$ cat config.mk
export PLATFORM = sky130hd
export DESIGN_NAME = trim_device_flat
export DESIGN_NICKNAME = d
export VERILOG_FILES = /design/src/logic/trim_ctrl_pkg.sv /design/src/logic/trim_link_if.sv /design/src/logic/trim_device.sv /design/src/flat_wrapper.sv
export VERILOG_INCLUDE_DIRS = /design/src /design/src/logic
export SDC_FILE = /design/constraint.sdc
export NUM_CORES = 1
export LEC_CHECK = 0
export ABC_CLOCK_PERIOD_IN_PS = 3150
export BUFFER_PORTS_ARGS = -buffer_cell sky130_fd_sc_hd__clkbuf_2
export CAP_MARGIN = 20
export CORE_UTILIZATION = 50
export DETAILED_ROUTE_END_ITERATION = 8
export HOLD_SLACK_MARGIN = 0.15
export PLACE_DENSITY_LB_ADDON = 0.12
export SYNTH_ARGS = -nofsm -noshare
export SYNTH_HDL_FRONTEND = slang
export SYNTH_SLANG_ARGS = --single-unit
$ cat constraint.sdc
create_clock -name clk -period 3.15 [get_ports clk]
set_input_delay 0.945 -clock clk [delete_from_list [all_inputs] [get_ports clk]]
set_output_delay 0.945 -clock clk [all_outputs]
set_load 0.01 [all_outputs]
$ cat src/logic/trim_ctrl_map.svh
// trim_ctrl_map.svh: frame field positions, codes, reset values and timing counts
// assumes: included by the package and by both ends of the serial link
`ifndef TRIM_CTRL_MAP_SVH
`define TRIM_CTRL_MAP_SVH

// frame layout
`define FRAME_BITS        24
`define FRM_RW_BIT        23
`define FRM_DEV_HI        22
`define FRM_DEV_LO        21
`define FRM_RSEL_HI       20
`define FRM_RSEL_LO       18
`define FRM_CH_HI         17
`define FRM_CH_LO         16
`define FRM_DATA_HI       15
`define FRM_SUB_HI        15
`define FRM_SUB_LO        13
`define FRM_VAL_HI        15
`define FRM_VAL_LO        4

// register select codes
`define RSEL_DATA         3'h0
`define RSEL_GAIN_ONE     3'h2
`define RSEL_GAIN_ALL     3'h3
`define RSEL_OFFS_ONE     3'h4
`define RSEL_OFFS_ALL     3'h5
`define RSEL_CLR_ONE      3'h6
`define RSEL_CONTROL      3'h7

// control sub-select codes
`define SUB_SLEW          3'h0
`define SUB_MAIN          3'h1
`define SUB_CHAN_CFG      3'h2
`define SUB_SUPPLY        3'h3
`define SUB_SOFTWARE      3'h4

// main control fields
`define MAIN_STATUS_READBACK_ENABLE_BIT 11
`define MAIN_WDEN_BIT     10
`define MAIN_WDSEL_HI     9
`define MAIN_WDSEL_LO     8
`define MAIN_OUTEN_BIT    5
`define MAIN_DCDC_BIT     4
`define MAIN_KEEP_MASK    16'h0f30

// channel configuration field
`define CFG_CLEAR_ENABLE_BIT    7

// low nibbles that the host fills in
`define GAIN_LOW_FILL     4'hf
`define OFFS_LOW_FILL     4'h0

// reset values
`define GAIN_RESET        16'hffff
`define OFFS_RESET        16'h8000
`define CLR_RESET         16'h0000
`define MAIN_RESET        16'h0000
`define CFG_RESET         16'h0000

// watchdog periods in ms and clock rate in kHz
`define CLK_KHZ           200000
`define WD_MS_0           5
`define WD_MS_1           10
`define WD_MS_2           100
`define WD_MS_3           200
`define WD_CYC_0          (`WD_MS_0 * `CLK_KHZ)
`define WD_CYC_1          (`WD_MS_1 * `CLK_KHZ)
`define WD_CYC_2          (`WD_MS_2 * `CLK_KHZ)
`define WD_CYC_3          (`WD_MS_3 * `CLK_KHZ)

// host serial clock divider: one bit per this many cycles
`define HOST_BIT_DIV      4

`endif

$ cat src/logic/trim_ctrl_pkg.sv
// trim_ctrl_pkg.sv: types shared by both ends of the trim register link
// assumes: trim_ctrl_map.svh on the include path
`default_nettype none
`include "trim_ctrl_map.svh"

package trim_ctrl_pkg;

  typedef logic [`FRAME_BITS-1:0] frame_t;
  typedef logic [15:0]            reg16_t;
  typedef logic [1:0]             chan_t;

endpackage : trim_ctrl_pkg

`default_nettype wire

$ cat src/logic/trim_link_if.sv
// trim_link_if.sv: three-wire serial write link between host and device
// assumes: one shared clock; the host drives every wire
`timescale 1ns/1ps
`default_nettype none

interface trim_link_if;
  logic sclk_en;  // one-cycle bit strobe
  logic sdata;    // serial data, msb first
  logic sync_n;   // frame active low

  modport host   (output sclk_en, output sdata, output sync_n);
  modport device (input  sclk_en, input  sdata, input  sync_n);
endinterface : trim_link_if

`default_nettype wire

$ cat src/logic/trim_device.sv
// trim_device.sv: device end, decodes serial frames into trim and control regs
// assumes: host keeps sync_n low for exactly 24 strobes per frame
`timescale 1ns/1ps
`default_nettype none
`include "trim_ctrl_map.svh"

module trim_device #(
  parameter int unsigned NUM_CH   = 4,
  parameter int unsigned WD_CYC_0 = `WD_CYC_0,
  parameter int unsigned WD_CYC_1 = `WD_CYC_1,
  parameter int unsigned WD_CYC_2 = `WD_CYC_2,
  parameter int unsigned WD_CYC_3 = `WD_CYC_3
) (
  input  wire logic                   clk,
  input  wire logic                   sys_rst,
  input  wire logic                   address_strap_hi,
  input  wire logic                   address_strap_lo,
  input  wire logic                   clear_in,
  trim_link_if.device                 link,
  output trim_ctrl_pkg::reg16_t       channel_gain_trim   [NUM_CH],
  output trim_ctrl_pkg::reg16_t       channel_offset_trim [NUM_CH],
  output trim_ctrl_pkg::reg16_t       channel_clear_value [NUM_CH],
  output trim_ctrl_pkg::reg16_t       global_main_control,
  output logic [NUM_CH-1:0]           clear_force,
  output logic                        status_readback_enable,
  output logic                        watchdog_enable,
  output logic [1:0]                  timeout_select,
  output logic [31:0]                 watchdog_period,
  output logic                        all_outputs_enable,
  output logic                        all_supply_power_up,
  output logic                        read_request,
  output logic                        frame_done
);
  import trim_ctrl_pkg::*;

  frame_t     shift_reg, shift_next;
  logic [4:0] count_reg, count_next;
  logic       done_reg,  done_next;
  logic       rd_reg,    rd_next;

  reg16_t gain_reg [NUM_CH];
  reg16_t offs_reg [NUM_CH];
  reg16_t clr_reg  [NUM_CH];
  reg16_t cfg_reg  [NUM_CH];
  reg16_t gain_next [NUM_CH];
  reg16_t offs_next [NUM_CH];
  reg16_t clr_next  [NUM_CH];
  reg16_t cfg_next  [NUM_CH];
  reg16_t main_reg, main_next;
  logic [NUM_CH-1:0] force_reg, force_next;
  logic [31:0] period_reg, period_next;

  // decoded fields of the last full frame
  logic       addr_ok;
  logic       is_write;
  logic [2:0] rsel;
  logic [2:0] sub;
  chan_t      chan;
  reg16_t     value16;
  reg16_t     payload;

  // ****************************************************************
  // serial receiver
  // ****************************************************************

  // shift on strobe while framed, flag when bit 24 lands
  always_comb begin
    shift_next = shift_reg;
    count_next = count_reg;
    done_next  = 1'b0;
    if (link.sync_n) begin
      count_next = 5'h0;
    end else if (link.sclk_en) begin
      shift_next = {shift_reg[`FRAME_BITS-2:0], link.sdata};
      count_next = count_reg + 5'h1;
      if (count_reg == 5'(`FRAME_BITS - 1)) begin
        done_next  = 1'b1;
        count_next = 5'h0;
      end
    end
  end

  // register receiver state
  always_ff @(posedge clk) begin
    if (sys_rst) begin
      shift_reg <= '0;
      count_reg <= 5'h0;
      done_reg  <= 1'b0;
    end else begin
      shift_reg <= shift_next;
      count_reg <= count_next;
      done_reg  <= done_next;
    end
  end

  // ****************************************************************
  // frame decode and register writes
  // ****************************************************************

  // field extraction from completed frame
  assign addr_ok  = (shift_reg[`FRM_DEV_HI] == address_strap_hi) &&
                    (shift_reg[`FRM_DEV_LO] == address_strap_lo);
  assign is_write = ~shift_reg[`FRM_RW_BIT];
  assign rsel     = shift_reg[`FRM_RSEL_HI:`FRM_RSEL_LO];
  assign sub      = shift_reg[`FRM_SUB_HI:`FRM_SUB_LO];
  assign chan     = shift_reg[`FRM_CH_HI:`FRM_CH_LO];
  assign value16  = shift_reg[`FRM_DATA_HI:0];
  assign payload  = {3'h0, shift_reg[12:0]};

  // next values of all register banks
  always_comb begin
    main_next = main_reg;
    rd_next   = 1'b0;
    for (int i = 0; i < NUM_CH; i++) begin
      gain_next[i] = gain_reg[i];
      offs_next[i] = offs_reg[i];
      clr_next[i]  = clr_reg[i];
      cfg_next[i]  = cfg_reg[i];
    end
    if (done_reg && addr_ok) begin
      rd_next = ~is_write;
      if (is_write) begin
        for (int i = 0; i < NUM_CH; i++) begin
          case (rsel)
            `RSEL_GAIN_ONE: if (chan == 2'(i)) gain_next[i] = value16;
            `RSEL_GAIN_ALL: gain_next[i] = value16;
            `RSEL_OFFS_ONE: if (chan == 2'(i)) offs_next[i] = value16;
            `RSEL_OFFS_ALL: offs_next[i] = value16;
            `RSEL_CLR_ONE:  if (chan == 2'(i)) clr_next[i] = value16;
            `RSEL_CONTROL: begin
              if (sub == `SUB_CHAN_CFG && chan == 2'(i)) cfg_next[i] = payload;
            end
            default: ;
          endcase
        end
        if (rsel == `RSEL_CONTROL && sub == `SUB_MAIN) begin
          main_next = payload & `MAIN_KEEP_MASK;
        end
      end
    end
  end

  // per-channel register storage
  generate
    for (genvar g = 0; g < NUM_CH; g++) begin : g_ch
      always_ff @(posedge clk) begin
        if (sys_rst) begin
          gain_reg[g] <= `GAIN_RESET;
          offs_reg[g] <= `OFFS_RESET;
          clr_reg[g]  <= `CLR_RESET;
          cfg_reg[g]  <= `CFG_RESET;
        end else begin
          gain_reg[g] <= gain_next[g];
          offs_reg[g] <= offs_next[g];
          clr_reg[g]  <= clr_next[g];
          cfg_reg[g]  <= cfg_next[g];
        end
      end
      assign channel_gain_trim[g]   = gain_reg[g];
      assign channel_offset_trim[g] = offs_reg[g];
      assign channel_clear_value[g] = clr_reg[g];
    end
  endgenerate

  // ****************************************************************
  // main control, clear gating, watchdog period
  // ****************************************************************

  // clear gating and timeout decode
  always_comb begin
    for (int i = 0; i < NUM_CH; i++) begin
      force_next[i] = clear_in & cfg_reg[i][`CFG_CLEAR_ENABLE_BIT];
    end
    case (main_reg[`MAIN_WDSEL_HI:`MAIN_WDSEL_LO])
      2'h0:    period_next = WD_CYC_0;
      2'h1:    period_next = WD_CYC_1;
      2'h2:    period_next = WD_CYC_2;
      2'h3:    period_next = WD_CYC_3;
      default: period_next = WD_CYC_0;
    endcase
  end

  // register main control and derived outputs
  always_ff @(posedge clk) begin
    if (sys_rst) begin
      main_reg   <= `MAIN_RESET;
      force_reg  <= '0;
      period_reg <= WD_CYC_0;
      rd_reg     <= 1'b0;
    end else begin
      main_reg   <= main_next;
      force_reg  <= force_next;
      period_reg <= period_next;
      rd_reg     <= rd_next;
    end
  end

  assign global_main_control    = main_reg;
  assign status_readback_enable = main_reg[`MAIN_STATUS_READBACK_ENABLE_BIT];
  assign watchdog_enable        = main_reg[`MAIN_WDEN_BIT];
  assign timeout_select         = main_reg[`MAIN_WDSEL_HI:`MAIN_WDSEL_LO];
  assign all_outputs_enable     = main_reg[`MAIN_OUTEN_BIT];
  assign all_supply_power_up    = main_reg[`MAIN_DCDC_BIT];
  assign clear_force            = force_reg;
  assign watchdog_period        = period_reg;
  assign read_request           = rd_reg;
  assign frame_done             = done_reg;

endmodule : trim_device

`default_nettype wire

$ cat src/flat_wrapper.sv
// flat-port wrapper written by rule: the top's interface ports become plain ports
module trim_device_flat import trim_ctrl_pkg::*;
#(
  parameter int unsigned NUM_CH   = 4,
  parameter int unsigned WD_CYC_0 = `WD_CYC_0,
  parameter int unsigned WD_CYC_1 = `WD_CYC_1,
  parameter int unsigned WD_CYC_2 = `WD_CYC_2,
  parameter int unsigned WD_CYC_3 = `WD_CYC_3
)
  (clk, sys_rst, address_strap_hi, address_strap_lo, clear_in, channel_gain_trim, channel_offset_trim, channel_clear_value, global_main_control, clear_force, status_readback_enable, watchdog_enable, timeout_select, watchdog_period, all_outputs_enable, all_supply_power_up, read_request, frame_done, link_sclk_en, link_sdata, link_sync_n);
  trim_link_if link_i ();
  input  wire logic clk;
  input  wire logic sys_rst;
  input  wire logic address_strap_hi;
  input  wire logic address_strap_lo;
  input  wire logic clear_in;
  output trim_ctrl_pkg::reg16_t channel_gain_trim[NUM_CH];
  output trim_ctrl_pkg::reg16_t channel_offset_trim[NUM_CH];
  output trim_ctrl_pkg::reg16_t channel_clear_value[NUM_CH];
  output trim_ctrl_pkg::reg16_t global_main_control;
  output logic [NUM_CH-1:0] clear_force;
  output logic status_readback_enable;
  output logic watchdog_enable;
  output logic [1:0] timeout_select;
  output logic [31:0] watchdog_period;
  output logic all_outputs_enable;
  output logic all_supply_power_up;
  output logic read_request;
  output logic frame_done;
  input wire logic [$bits(link_i.sclk_en)-1:0] link_sclk_en;
  input wire logic [$bits(link_i.sdata)-1:0] link_sdata;
  input wire logic [$bits(link_i.sync_n)-1:0] link_sync_n;
  assign link_i.sclk_en = link_sclk_en;
  assign link_i.sdata = link_sdata;
  assign link_i.sync_n = link_sync_n;
  trim_device #(.NUM_CH(NUM_CH), .WD_CYC_0(WD_CYC_0), .WD_CYC_1(WD_CYC_1), .WD_CYC_2(WD_CYC_2), .WD_CYC_3(WD_CYC_3)) u_core (.clk(clk), .sys_rst(sys_rst), .address_strap_hi(address_strap_hi), .address_strap_lo(address_strap_lo), .clear_in(clear_in), .link(link_i), .channel_gain_trim(channel_gain_trim), .channel_offset_trim(channel_offset_trim), .channel_clear_value(channel_clear_value), .global_main_control(global_main_control), .clear_force(clear_force), .status_readback_enable(status_readback_enable), .watchdog_enable(watchdog_enable), .timeout_select(timeout_select), .watchdog_period(watchdog_period), .all_outputs_enable(all_outputs_enable), .all_supply_power_up(all_supply_power_up), .read_request(read_request), .frame_done(frame_done));
endmodule
==> run summary, run 1 <==
placed insts - 1,377
Peak VDD IR - 0.421 mV
diode count - 0
reg2reg start - u_core.frame_done
Hold Buf Count CTS - 0
Crit. Startpoint - u_core.frame_done
HP Start - u_core.offs_reg[2][12]
leak pwr - 5.42 nW
fin crit period - 2.24 ns
GRT Util Overall - 24.8%
FP Rows - 49
fin crit share - 71.1%
Final #Nets - 1,191
Clk pin slew, worst setup/hold paths - 0.06 ns
Worst path slowest cell - dfxtp_1
CP peak stage delay - 0.57 ns
drt total wl - 24,600 µm
Setup Skew - 0.00771 ns
routed vias/inst - 5.16
share of layout cells above drive strength 1 - 26.0%
first-pass GRT wire length - 38,300 µm
fill cell count - 1,615
drt initial violations - 551
die width - 140 µm
Mapped Avg Cell Area - 9.54 µm²
post-synthesis cell type count - 49
core footprint - 18,300 µm²
Synth top area share - 52.3%
I/O pins - 260
cell taking the most area after synthesis - dfxtp_1
CP endpoint kind - primary output
Worst setup SP type - register
Yosys Warn Count - 0
Final setup viols - 0
CP Class - reg2out
DRC Markers - 0
TritonRoute pass-1 iters - 5
Final Non-Filler Cells - 1,423
min-delay worst type - reg2reg
initial antenna violation count - 0
CTS tree - done
Layout area overhead - 20.2%
Seq cells post-synth - 247
top_reg_cell synth - dfxtp_1
worst slew pin tran - 1.06 ns
status - completed
Cells after Synth - 992
largest delay contributor family on the critical path - flip-flops
CP Max Fanout - 12
hpwl dp - 15,800 µm
root buffer cell - clkbuf_16
Port Buffers - 236
Clock Sinks - 247
setup TNS - 0 ns
Cell Area, Synth - 9460 µm²
Post-CTS Setup Repair Bufs - 0
Post-CTS Resized - 0
Final GP Congestion - 0.808
CP arrival - 1.30 ns
CTS Buf Count - 26
initial core utilization - 51.8%
max cap viols - 0
Die Y - 140 µm
CTS Buffer Depth - 3
Slew HR - 29.3%
Post-DRT Antenna Nets - 0
insertion delay to the later sink of the worst-skew pair - 0.52 ns
vias in the first global route - 6,630
mean routed wirelength per cell - 17.3 µm
number of vias in the routed layout - 7,345
EDFF count, synth - 0
Fmax achieved - 0.446 GHz
GR Overflow Total - 0
largest net degree at the start of global routing - 143
fraction of registers with async set/reset - 0%
CP Cell Sequence - clkbuf_2
RSZ-0062 raised after global routing - false
Seq/Total Area, Yosys - 52.3%
dominant cells by area after synthesis - dfxtp_1 52%, mux2i_1 15%, nand2_1 6.4%, nor2_1 4.1%, buf_4 3.9%
final slew viol count - 0
final hold viol count - 0
CP required - 2.20 ns
Die ar. - 19,500 µm²
PwrDens - 548 nW/µm²
Buf+Inv Stages, Crit Path - 1
H-tree Lvls - 1
[logic make-up (layout without fill, tap and decap cells)]
group / Yosys count / in the layout / synth area share, %
mux: 141 / 141 / 14.9
simple gates: 365 / 365 / 18.0
flops: 247 / 247 / 52.3
xor+xnor: 7 / 7 / 0.648
buf+inv: 128 / 308 / 7.46
other cells: 1 / 23 / 0.0396
fa+ha+maj: 6 / 6 / 0.794
compound gates: 97 / 97 / 5.85
[cell type report]
cell class                 count  area [µm²]  share of cell area (%)
sequential                   247        4940                    43.5
tap                          229         287                    2.52
clock inverter                 5        56.3                   0.495
multi-input combinational    639        3910                    34.4
clock buffer                  40         795                    6.98
timing repair buffer         257        1360                    11.9
inverter                       6        22.5                   0.198
[final timing paths]
path / end / slack [ns] / depth (start not counted)
worst max-delay path: frame_done / 0.91 / 1
worst min register to register: u_core.offs_reg[2][12] / 0.45 / 2
worst min-delay path: u_core.offs_reg[2][12] / 0.45 / 2
worst max register to register: u_core.clr_reg[1][13] / 1.07 / 4
[cells in the final DEF (no fill, tap or decap), types with 3 or more instances in the layout]
master     instances
o2111ai_2          3
nand3_1           36
a21oi_1           60
nor2b_1           14
inv_1              5
dfxtp_1          247
o211ai_1           4
mux2i_1          141
xnor2_1            3
a211o_1            7
o21ai_0           16
clkbuf_2         235
nand4_1            8
nor3_1             5
nand4_4            3
conb_1            23
nand3b_1           3
clkbuf_1           6
xor2_1             4
clkbuf_16         27
nor2_1           104
nand2_1          161
buf_4             20
o21ai_1            4
clkbuf_8           7
ha_1               6
and2_1             6
[tightest hold or removal path: stages, from the launching register on]
cell	delay, ns
dfxtp_1	0.31
nand2_1	0.05
a21oi_1	0.05
[synth_stat cells, drive strengths merged (2+ instances only)]
| library cell | number |
|---|---|
| a211o | 7 |
| nor2 | 104 |
| o21ai | 20 |
| nor4 | 3 |
| o2111ai | 3 |
| a21oi | 60 |
| nand3 | 36 |
| inv | 5 |
| nand2 | 161 |
| xnor2 | 3 |
| nor4bb | 2 |
| and4bb | 3 |
| clkbuf | 55 |
| nor2b | 14 |
| or2 | 2 |
| buf | 67 |
| or3 | 2 |
| nand3b | 3 |
| and2 | 6 |
| nand4bb | 2 |
| nor3 | 5 |
| and4b | 2 |
| xor2 | 4 |
| and4 | 2 |
| mux2i | 141 |
| ha | 6 |
| o211ai | 4 |
| nand4 | 11 |
| dfxtp | 247 |
[power by group]
group	total (mW)	switching [mW]	internal, mW
clock	3.00	1.19	1.81
combinational	0.109	0.0889	0.0197
sequential	3.13	0.00540	3.13
total	6.24	1.29	4.95
[per-layer routing]
metal  GRT usage, %  routed length [µm]  vias to the layer above
met2           40.4               11500                      218
met4           8.10                 735                        0
met5              0                   0                        -
li1               -                   -                     3615
met3           5.09                1300                       45
met1           32.9               11100                     3467
[metrics by stage]
step / instance area, µm² / power (mW) / worst slack, ns / hold WS [ns] / utilization, %
final: 11400 / 6.24 / 0.909 / 0.455 / 62.3
after global routing: 11400 / 6.43 / 0.825 / 0.477 / 62.3
after CTS: 11400 / 6.29 / 0.905 / 0.458 / 62.2
after detailed placement: 10500 / 3.31 / 0.663 / 0.450 / 57.6
after global placement: 10500 / 3.31 / 0.687 / 0.441 / 57.6
after floorplan: 9540 / 3.30 / 0.874 / 0.426 / -
Note: power is estimated with default switching activity, not from simulation.
==> inputs of run 2 (changes only) <==
Settings changed: ABC_CLOCK_PERIOD_IN_PS 3150 to 1900, CORE_UTILIZATION 50 to 47.
Clock period 3.15 ns to 1.9 ns, I/O delays scaled along.
==> run 2 against run 1 <==
Against the previous run: core utilization down 1.8 points; clock-buffer cell count up 3; wire length up 1.5%; power up 67%; hold slack worse by 0.17 ns; cell area up 4.1%; worst setup slack worse by 0.77 ns; sequential power up 66%; global-route usage down 0.81 points; clock power up 68%; sequential share of layout area down 1.7 points.
==> run summary, run 2 (same netlist as run 1, synthesis figures left out) <==
status - completed
Gate power share - 1.9% (+0.2 points)
Clock Sinks - 247 (unchanged)
DRC Markers - 0 (unchanged)
routed vias/inst - 5.02 (-2.8%)
post-route cell area - 11,800 µm² (+4.1%)
Slew HR - 49.2% (+20 points)
CP Max Fanout - 8 (-4)
Post-CTS Resized - 1 (+1)
register share of total power - 49.8% (-0.4 points)
commonest cells after routing, fill and taps aside - 246 x dfxtp_1, 235 x clkbuf_2, 161 x nand2_1, 141 x mux2i_1, 104 x nor2_1
CP arrival - 1.19 ns (-0.11 ns)
core footprint - 19,600 µm² (+7.2%)
initial core utilization - 48.3% (-3.5 points)
leak pwr - 5.65 nW (+4.2%)
CTS tree - done
largest delay contributor family on the critical path - flip-flops
Die ar. - 20,700 µm² (+6.3%)
I/O pins - 260 (unchanged)
drt total wl - 24,900 µm (+1.5%)
TritonRoute pass-1 iters - 6 (+1)
root buffer cell - clkbuf_16
share of layout cells above drive strength 1 - 28.1% (+2.0 points)
Layout area overhead - 25.2%
Final setup viols - 0 (unchanged)
CP Class - reg2out
commonest non-fill, non-tap cell in the layout - dfxtp_1
vias in the first global route - 7,077 (+6.7%)
GR Util met1 - 30.4% (-2.5 points)
max cap viols - 0 (unchanged)
DP Area - 11,000 µm² (+4.4%)
worst slew pin tran - 0.761 ns (-0.298 ns)
insertion delay to the later sink of the worst-skew pair - 0.52 ns (about the same)
Die Y - 144 µm (+3.1%)
H-tree Lvls - 1 (unchanged)
Peak VDD IR - 0.611 mV (+45%)
busiest metal layer after global routing - met2
Post-CTS Setup Repair Bufs - 0 (unchanged)
RSZ-0062 raised after global routing - false
placed insts - 1,446 (+5.0%)
FP Rows - 51 (+4.1%)
Final #Nets - 1,223 (+2.7%)
clock share of power - 48.3% (+0.2 points)
Worst path slowest cell - dfxtp_2
Fmax achieved - 0.568 GHz
hpwl dp - 16,700 µm (+5.5%)
mean routed wirelength per cell - 16.7 µm (-3.3%)
Hold Buf Count CTS - 0 (unchanged)
final hold viol count - 0 (unchanged)
die width - 144 µm (+3.1%)
Net Sw Power - 2.18 mW (+70%)
CP endpoint kind - primary output
largest net degree at the start of global routing - 106 (-26%)
GR Overflow Total - 0 (unchanged)
fin crit period - 1.76 ns
Sw Ratio - 20.9% (+0.31 points)
diode count - 0 (unchanged)
Buf+Inv Stages, Crit Path - 2 (+1)
setup TNS - 0 ns (unchanged)
initial antenna violation count - 0 (unchanged)
met3 usage - 5.96% (+0.87 points)
CP peak stage delay - 0.42 ns (-0.15 ns)
Worst setup SP type - register
min-delay worst type - in2reg
CTS Buffer Depth - 3 (unchanged)
Setup Skew - 0.00701 ns (-0.000700 ns)
met2 Use GR - 39.6% (-0.75 points)
number of vias in the routed layout - 7,499 (+2.1%)
Final GP Congestion - 0.846 (+4.7%)
first-pass GRT wire length - 38,600 µm (+0.78%)
fin crit share - 92.7%
CP required - 1.33 ns (-0.87 ns)
drt initial violations - 309 (-44%)
Final Non-Filler Cells - 1,494 (+5.0%)
CTS Buf Count - 26 (unchanged)
final slew viol count - 0 (unchanged)
GRT Util Overall - 24.0% (-0.81 points)
PwrDens - 880 nW/µm² (+60%)
Post-DRT Antenna Nets - 0 (unchanged)
Pint - 8.24 mW (+66%)
CP Cell Sequence - buf_4 -> clkbuf_2
Port Buffers - 236 (unchanged)
Clk pin slew, worst setup/hold paths - 0.06 ns (about the same)
run 2: path summary, 6_finish.rpt:
kind              slack (ns)  depth (start not counted)                      to                    from
setup reg to reg        0.15                          5  u_core.gain_reg[1][25]    u_core.shift_reg[16]
setup / recovery        0.14                          2              frame_done       u_core.frame_done
hold reg to reg         0.46                          2  u_core.offs_reg[2][12]  u_core.offs_reg[2][12]
hold / removal          0.29                          3     u_core.shift_reg[0]              link_sdata
run 2: worst register-to-register path: cells and delay by family (launching register included):
family / cells / cell delay, ns
muxes: 1 / 0.22
AOI/OAI and AO/OA: 1 / 0.25
and+or+nand+nor: 2 / 0.32
buffers and inverters: 1 / 0.29
DFF: 1 / 0.57
run 2: layout make-up:
type / instances / area [µm²]
fillers: 1753 / 7740
flip-flops and latches: 247 / 4950
multi-input cells: 639 / 3920
repair buffers: 289 / 1770
clock buffers: 43 / 806
well taps: 265 / 332
clock inverters: 5 / 52.6
inverters: 6 / 22.5
run 2: routing by layer:
| layer | wire, µm | share of wire (%) |
|---|---|---|
| met5 | 0 | 0 |
| met4 | 726 | 2.9 |
| met3 | 1690 | 6.8 |
| met2 | 11700 | 47 |
| met1 | 10800 | 44 |
run 2: power groups by stage:
stage,Sequential (mW),Clock (mW),Combinational [mW]
2_1_floorplan,5.30,0,0.171
3_3_place_gp,5.31,0,0.198
3_5_place_dp,5.31,0,0.197
4_1_cts,5.19,5.15,0.197
5_1_grt,5.19,5.32,0.218
6_report,5.19,5.04,0.197
run 2: through the flow:
step / util [%] / hold WS [ns] / setup slack, ns / power [mW]
5_1_grt: 60.5 / 0.297 / 0.00301 / 10.7
3_3_place_gp: 56.1 / 0.442 / -0.0574 / 5.50
2_1_floorplan: - / 0.426 / 0.0107 / 5.47
4_1_cts: 60.5 / 0.273 / 0.114 / 10.5
3_5_place_dp: 56.1 / 0.448 / -0.0596 / 5.50
6_report: 60.5 / 0.288 / 0.139 / 10.4
==> inputs of run 3 (changes only) <==
Settings changed: MAX_ROUTING_LAYER from default to met4, REMOVE_ABC_BUFFERS from default to 1.
==> run 3 against run 2 <==
Against the previous run: via count decreased by 0.51%; combinational power increased by 12%; sequential power about the same; sequential share of layout area about the same; cell count about the same; critical path depth unchanged; wire length decreased by 0.99%.
==> run summary, run 3 (same netlist as run 1, synthesis figures left out) <==
fin crit period - 1.78 ns (+0.0169 ns)
commonest non-fill, non-tap cell in the layout - dfxtp_1
Final setup viols - 0 (unchanged)
GRT Util Overall - 24.2% (+0.21 points)
FP Rows - 51 (unchanged)
post-route setup slack - 0.122 ns (-0.0169 ns)
largest net degree at the start of global routing - 61 (-42%)
commonest cells after routing, fill and taps aside - 246 x dfxtp_1, 235 x clkbuf_2, 161 x nand2_1, 141 x mux2i_1, 104 x nor2_1
root buffer cell - clkbuf_16
R2R depth - 6 (+1)
min-delay worst type - in2reg
WHS Endpoint - u_core.shift_reg[0]
die width - 144 µm (unchanged)
GR Overflow Total - 0 (unchanged)
DP Area - 11,000 µm² (+0.50%)
CTS Buffer Depth - 3 (unchanged)
drt initial violations - 347 (+12%)
insertion delay to the later sink of the worst-skew pair - 0.52 ns (about the same)
vias in the first global route - 6,746 (-4.7%)
worst hold stages - 3 (unchanged)
H-tree Lvls - 1 (unchanged)
Die ar. - 20,700 µm² (unchanged)
initial core utilization - 48.3% (unchanged)
diode count - 0 (unchanged)
fin crit share - 93.6% (+0.89 points)
Setup Skew - 0.0133 ns (+0.00631 ns)
post-place setup slack - -0.0374 ns (+0.0221 ns)
TritonRoute pass-1 iters - 5 (-1)
CP arrival - 1.21 ns (+0.02 ns)
Final Non-Filler Cells - 1,493 (-0.067%)
Peak VDD IR - 0.609 mV (-0.32%)
Layout area overhead - 25.3% (about the same)
status - completed
leak pwr - 5.66 nW (+0.21%)
first-pass GRT wire length - 37,500 µm (-2.9%)
reg2reg start - u_core.shift_reg[23]
CP Class - reg2out
Fin Hold WS - 0.274 ns (-0.0133 ns)
CTS tree - done
HP Start - link_sdata
Post-DRT Antenna Nets - 0 (unchanged)
Final GP Congestion - 0.766 (-9.5%)
mean routed wirelength per cell - 16.5 µm (-0.92%)
Clock Sinks - 247 (unchanged)
number of vias in the routed layout - 7,461 (-0.51%)
Post-CTS Setup Repair Bufs - 0 (unchanged)
DRC Markers - 0 (unchanged)
routed vias/inst - 5.00 (-0.44%)
drt total wl - 24,700 µm (-0.99%)
core footprint - 19,600 µm² (unchanged)
share of layout cells above drive strength 1 - 28.3% (+0.27 points)
Die Y - 144 µm (unchanged)
setup TNS - 0 ns (unchanged)
final slew viol count - 0 (unchanged)
Port Buffers - 236 (unchanged)
fill cell count - 1,737 (-0.91%)
Fmax achieved - 0.562 GHz (-0.95%)
overall power - 10.2 mW (-2.1%)
Worst setup SP type - register
Core Util, Final - 60.5% (about the same)
R2R Setup Slk - 0.15 ns (about the same)
CP Max Fanout - 11 (+3)
max cap viols - 0 (unchanged)
CTS Buf Count - 25 (-3.8%)
RSZ-0062 raised after global routing - false
hpwl dp - 16,400 µm (-1.8%)
worst slew pin tran - 0.844 ns (+0.0825 ns)
I/O pins - 260 (unchanged)
placed insts - 1,448 (+0.14%)
Clk pin slew, worst setup/hold paths - 0.06 ns (about the same)
CP required - 1.33 ns (about the same)
Final #Nets - 1,224 (+0.082%)
R2R Path End - u_core.clr_reg[1][13]
CP endpoint kind - primary output
Slew HR - 43.7% (-5.5 points)
final hold viol count - 0 (unchanged)
PwrDens - 861 nW/µm² (-2.1%)
initial antenna violation count - 0 (unchanged)
post-route cell area - 11,900 µm² (about the same)
==> run 3: cell count changes in the layout (fill, tap and decap cells not counted), moves of 2 or more <==
cell / delta
clkbuf_1: -3
xnor2_2: +2
buf_12: +2
clkinv_2: +2
xnor2_1: -2
clkbuf_16: -2
==> run 3: timing repair <==
action	in CTS	in global routing
pin swaps	0	0
setup endpoints to repair	1	2
endpoints found under the hold margin	0	0
hold buffers	0	0
resized for setup	1	1
==> run 3: critical path, stage by stage, from the launching register on <==
cell      delay, ns
dfxtp_2        0.43
buf_4          0.15
clkbuf_2       0.12
==> run 3: layout make-up <==
type / count / area, µm² / share of cell area, %
flip-flops and latches: 247 / 4950 / 41.7
multi-input cells: 639 / 3930 / 33.2
repair buffers: 291 / 1810 / 15.3
clock buffers: 38 / 744 / 6.28
well taps: 265 / 332 / 2.80
clock inverters: 7 / 63.8 / 0.538
inverters: 6 / 22.5 / 0.190
==> run 3: power by group <==
part / internal [mW] / switching [mW]
registers: 5.18 / 0.00744
logic: 0.0617 / 0.158
clock network: 2.83 / 1.97
==> run 3: metal layers <==
layer,routed length (µm),vias to the layer above,track usage [%]
met5,0,-,-
met2,11400,253,38.1
met1,11200,3496,32.1
met4,320,0,4.93
met3,1760,25,4.70
li1,-,3687,-
==> run 3: worst max-delay path by stage <==
stage	cells after the start	endpoint	from	slack (ns)
6_report	2	frame_done	u_core.frame_done	0.12
3_3_place_gp	6	u_core.offs_reg[3][15]	address_strap_lo	-0.02
5_1_grt	5	u_core.clr_reg[3][1]	u_core.shift_reg[17]	0.02
4_1_cts	2	frame_done	u_core.frame_done	0.10
3_5_place_dp	6	u_core.offs_reg[3][15]	address_strap_lo	-0.04
2_1_floorplan	4	u_core.gain_reg[0][16]	address_strap_hi	-1.21
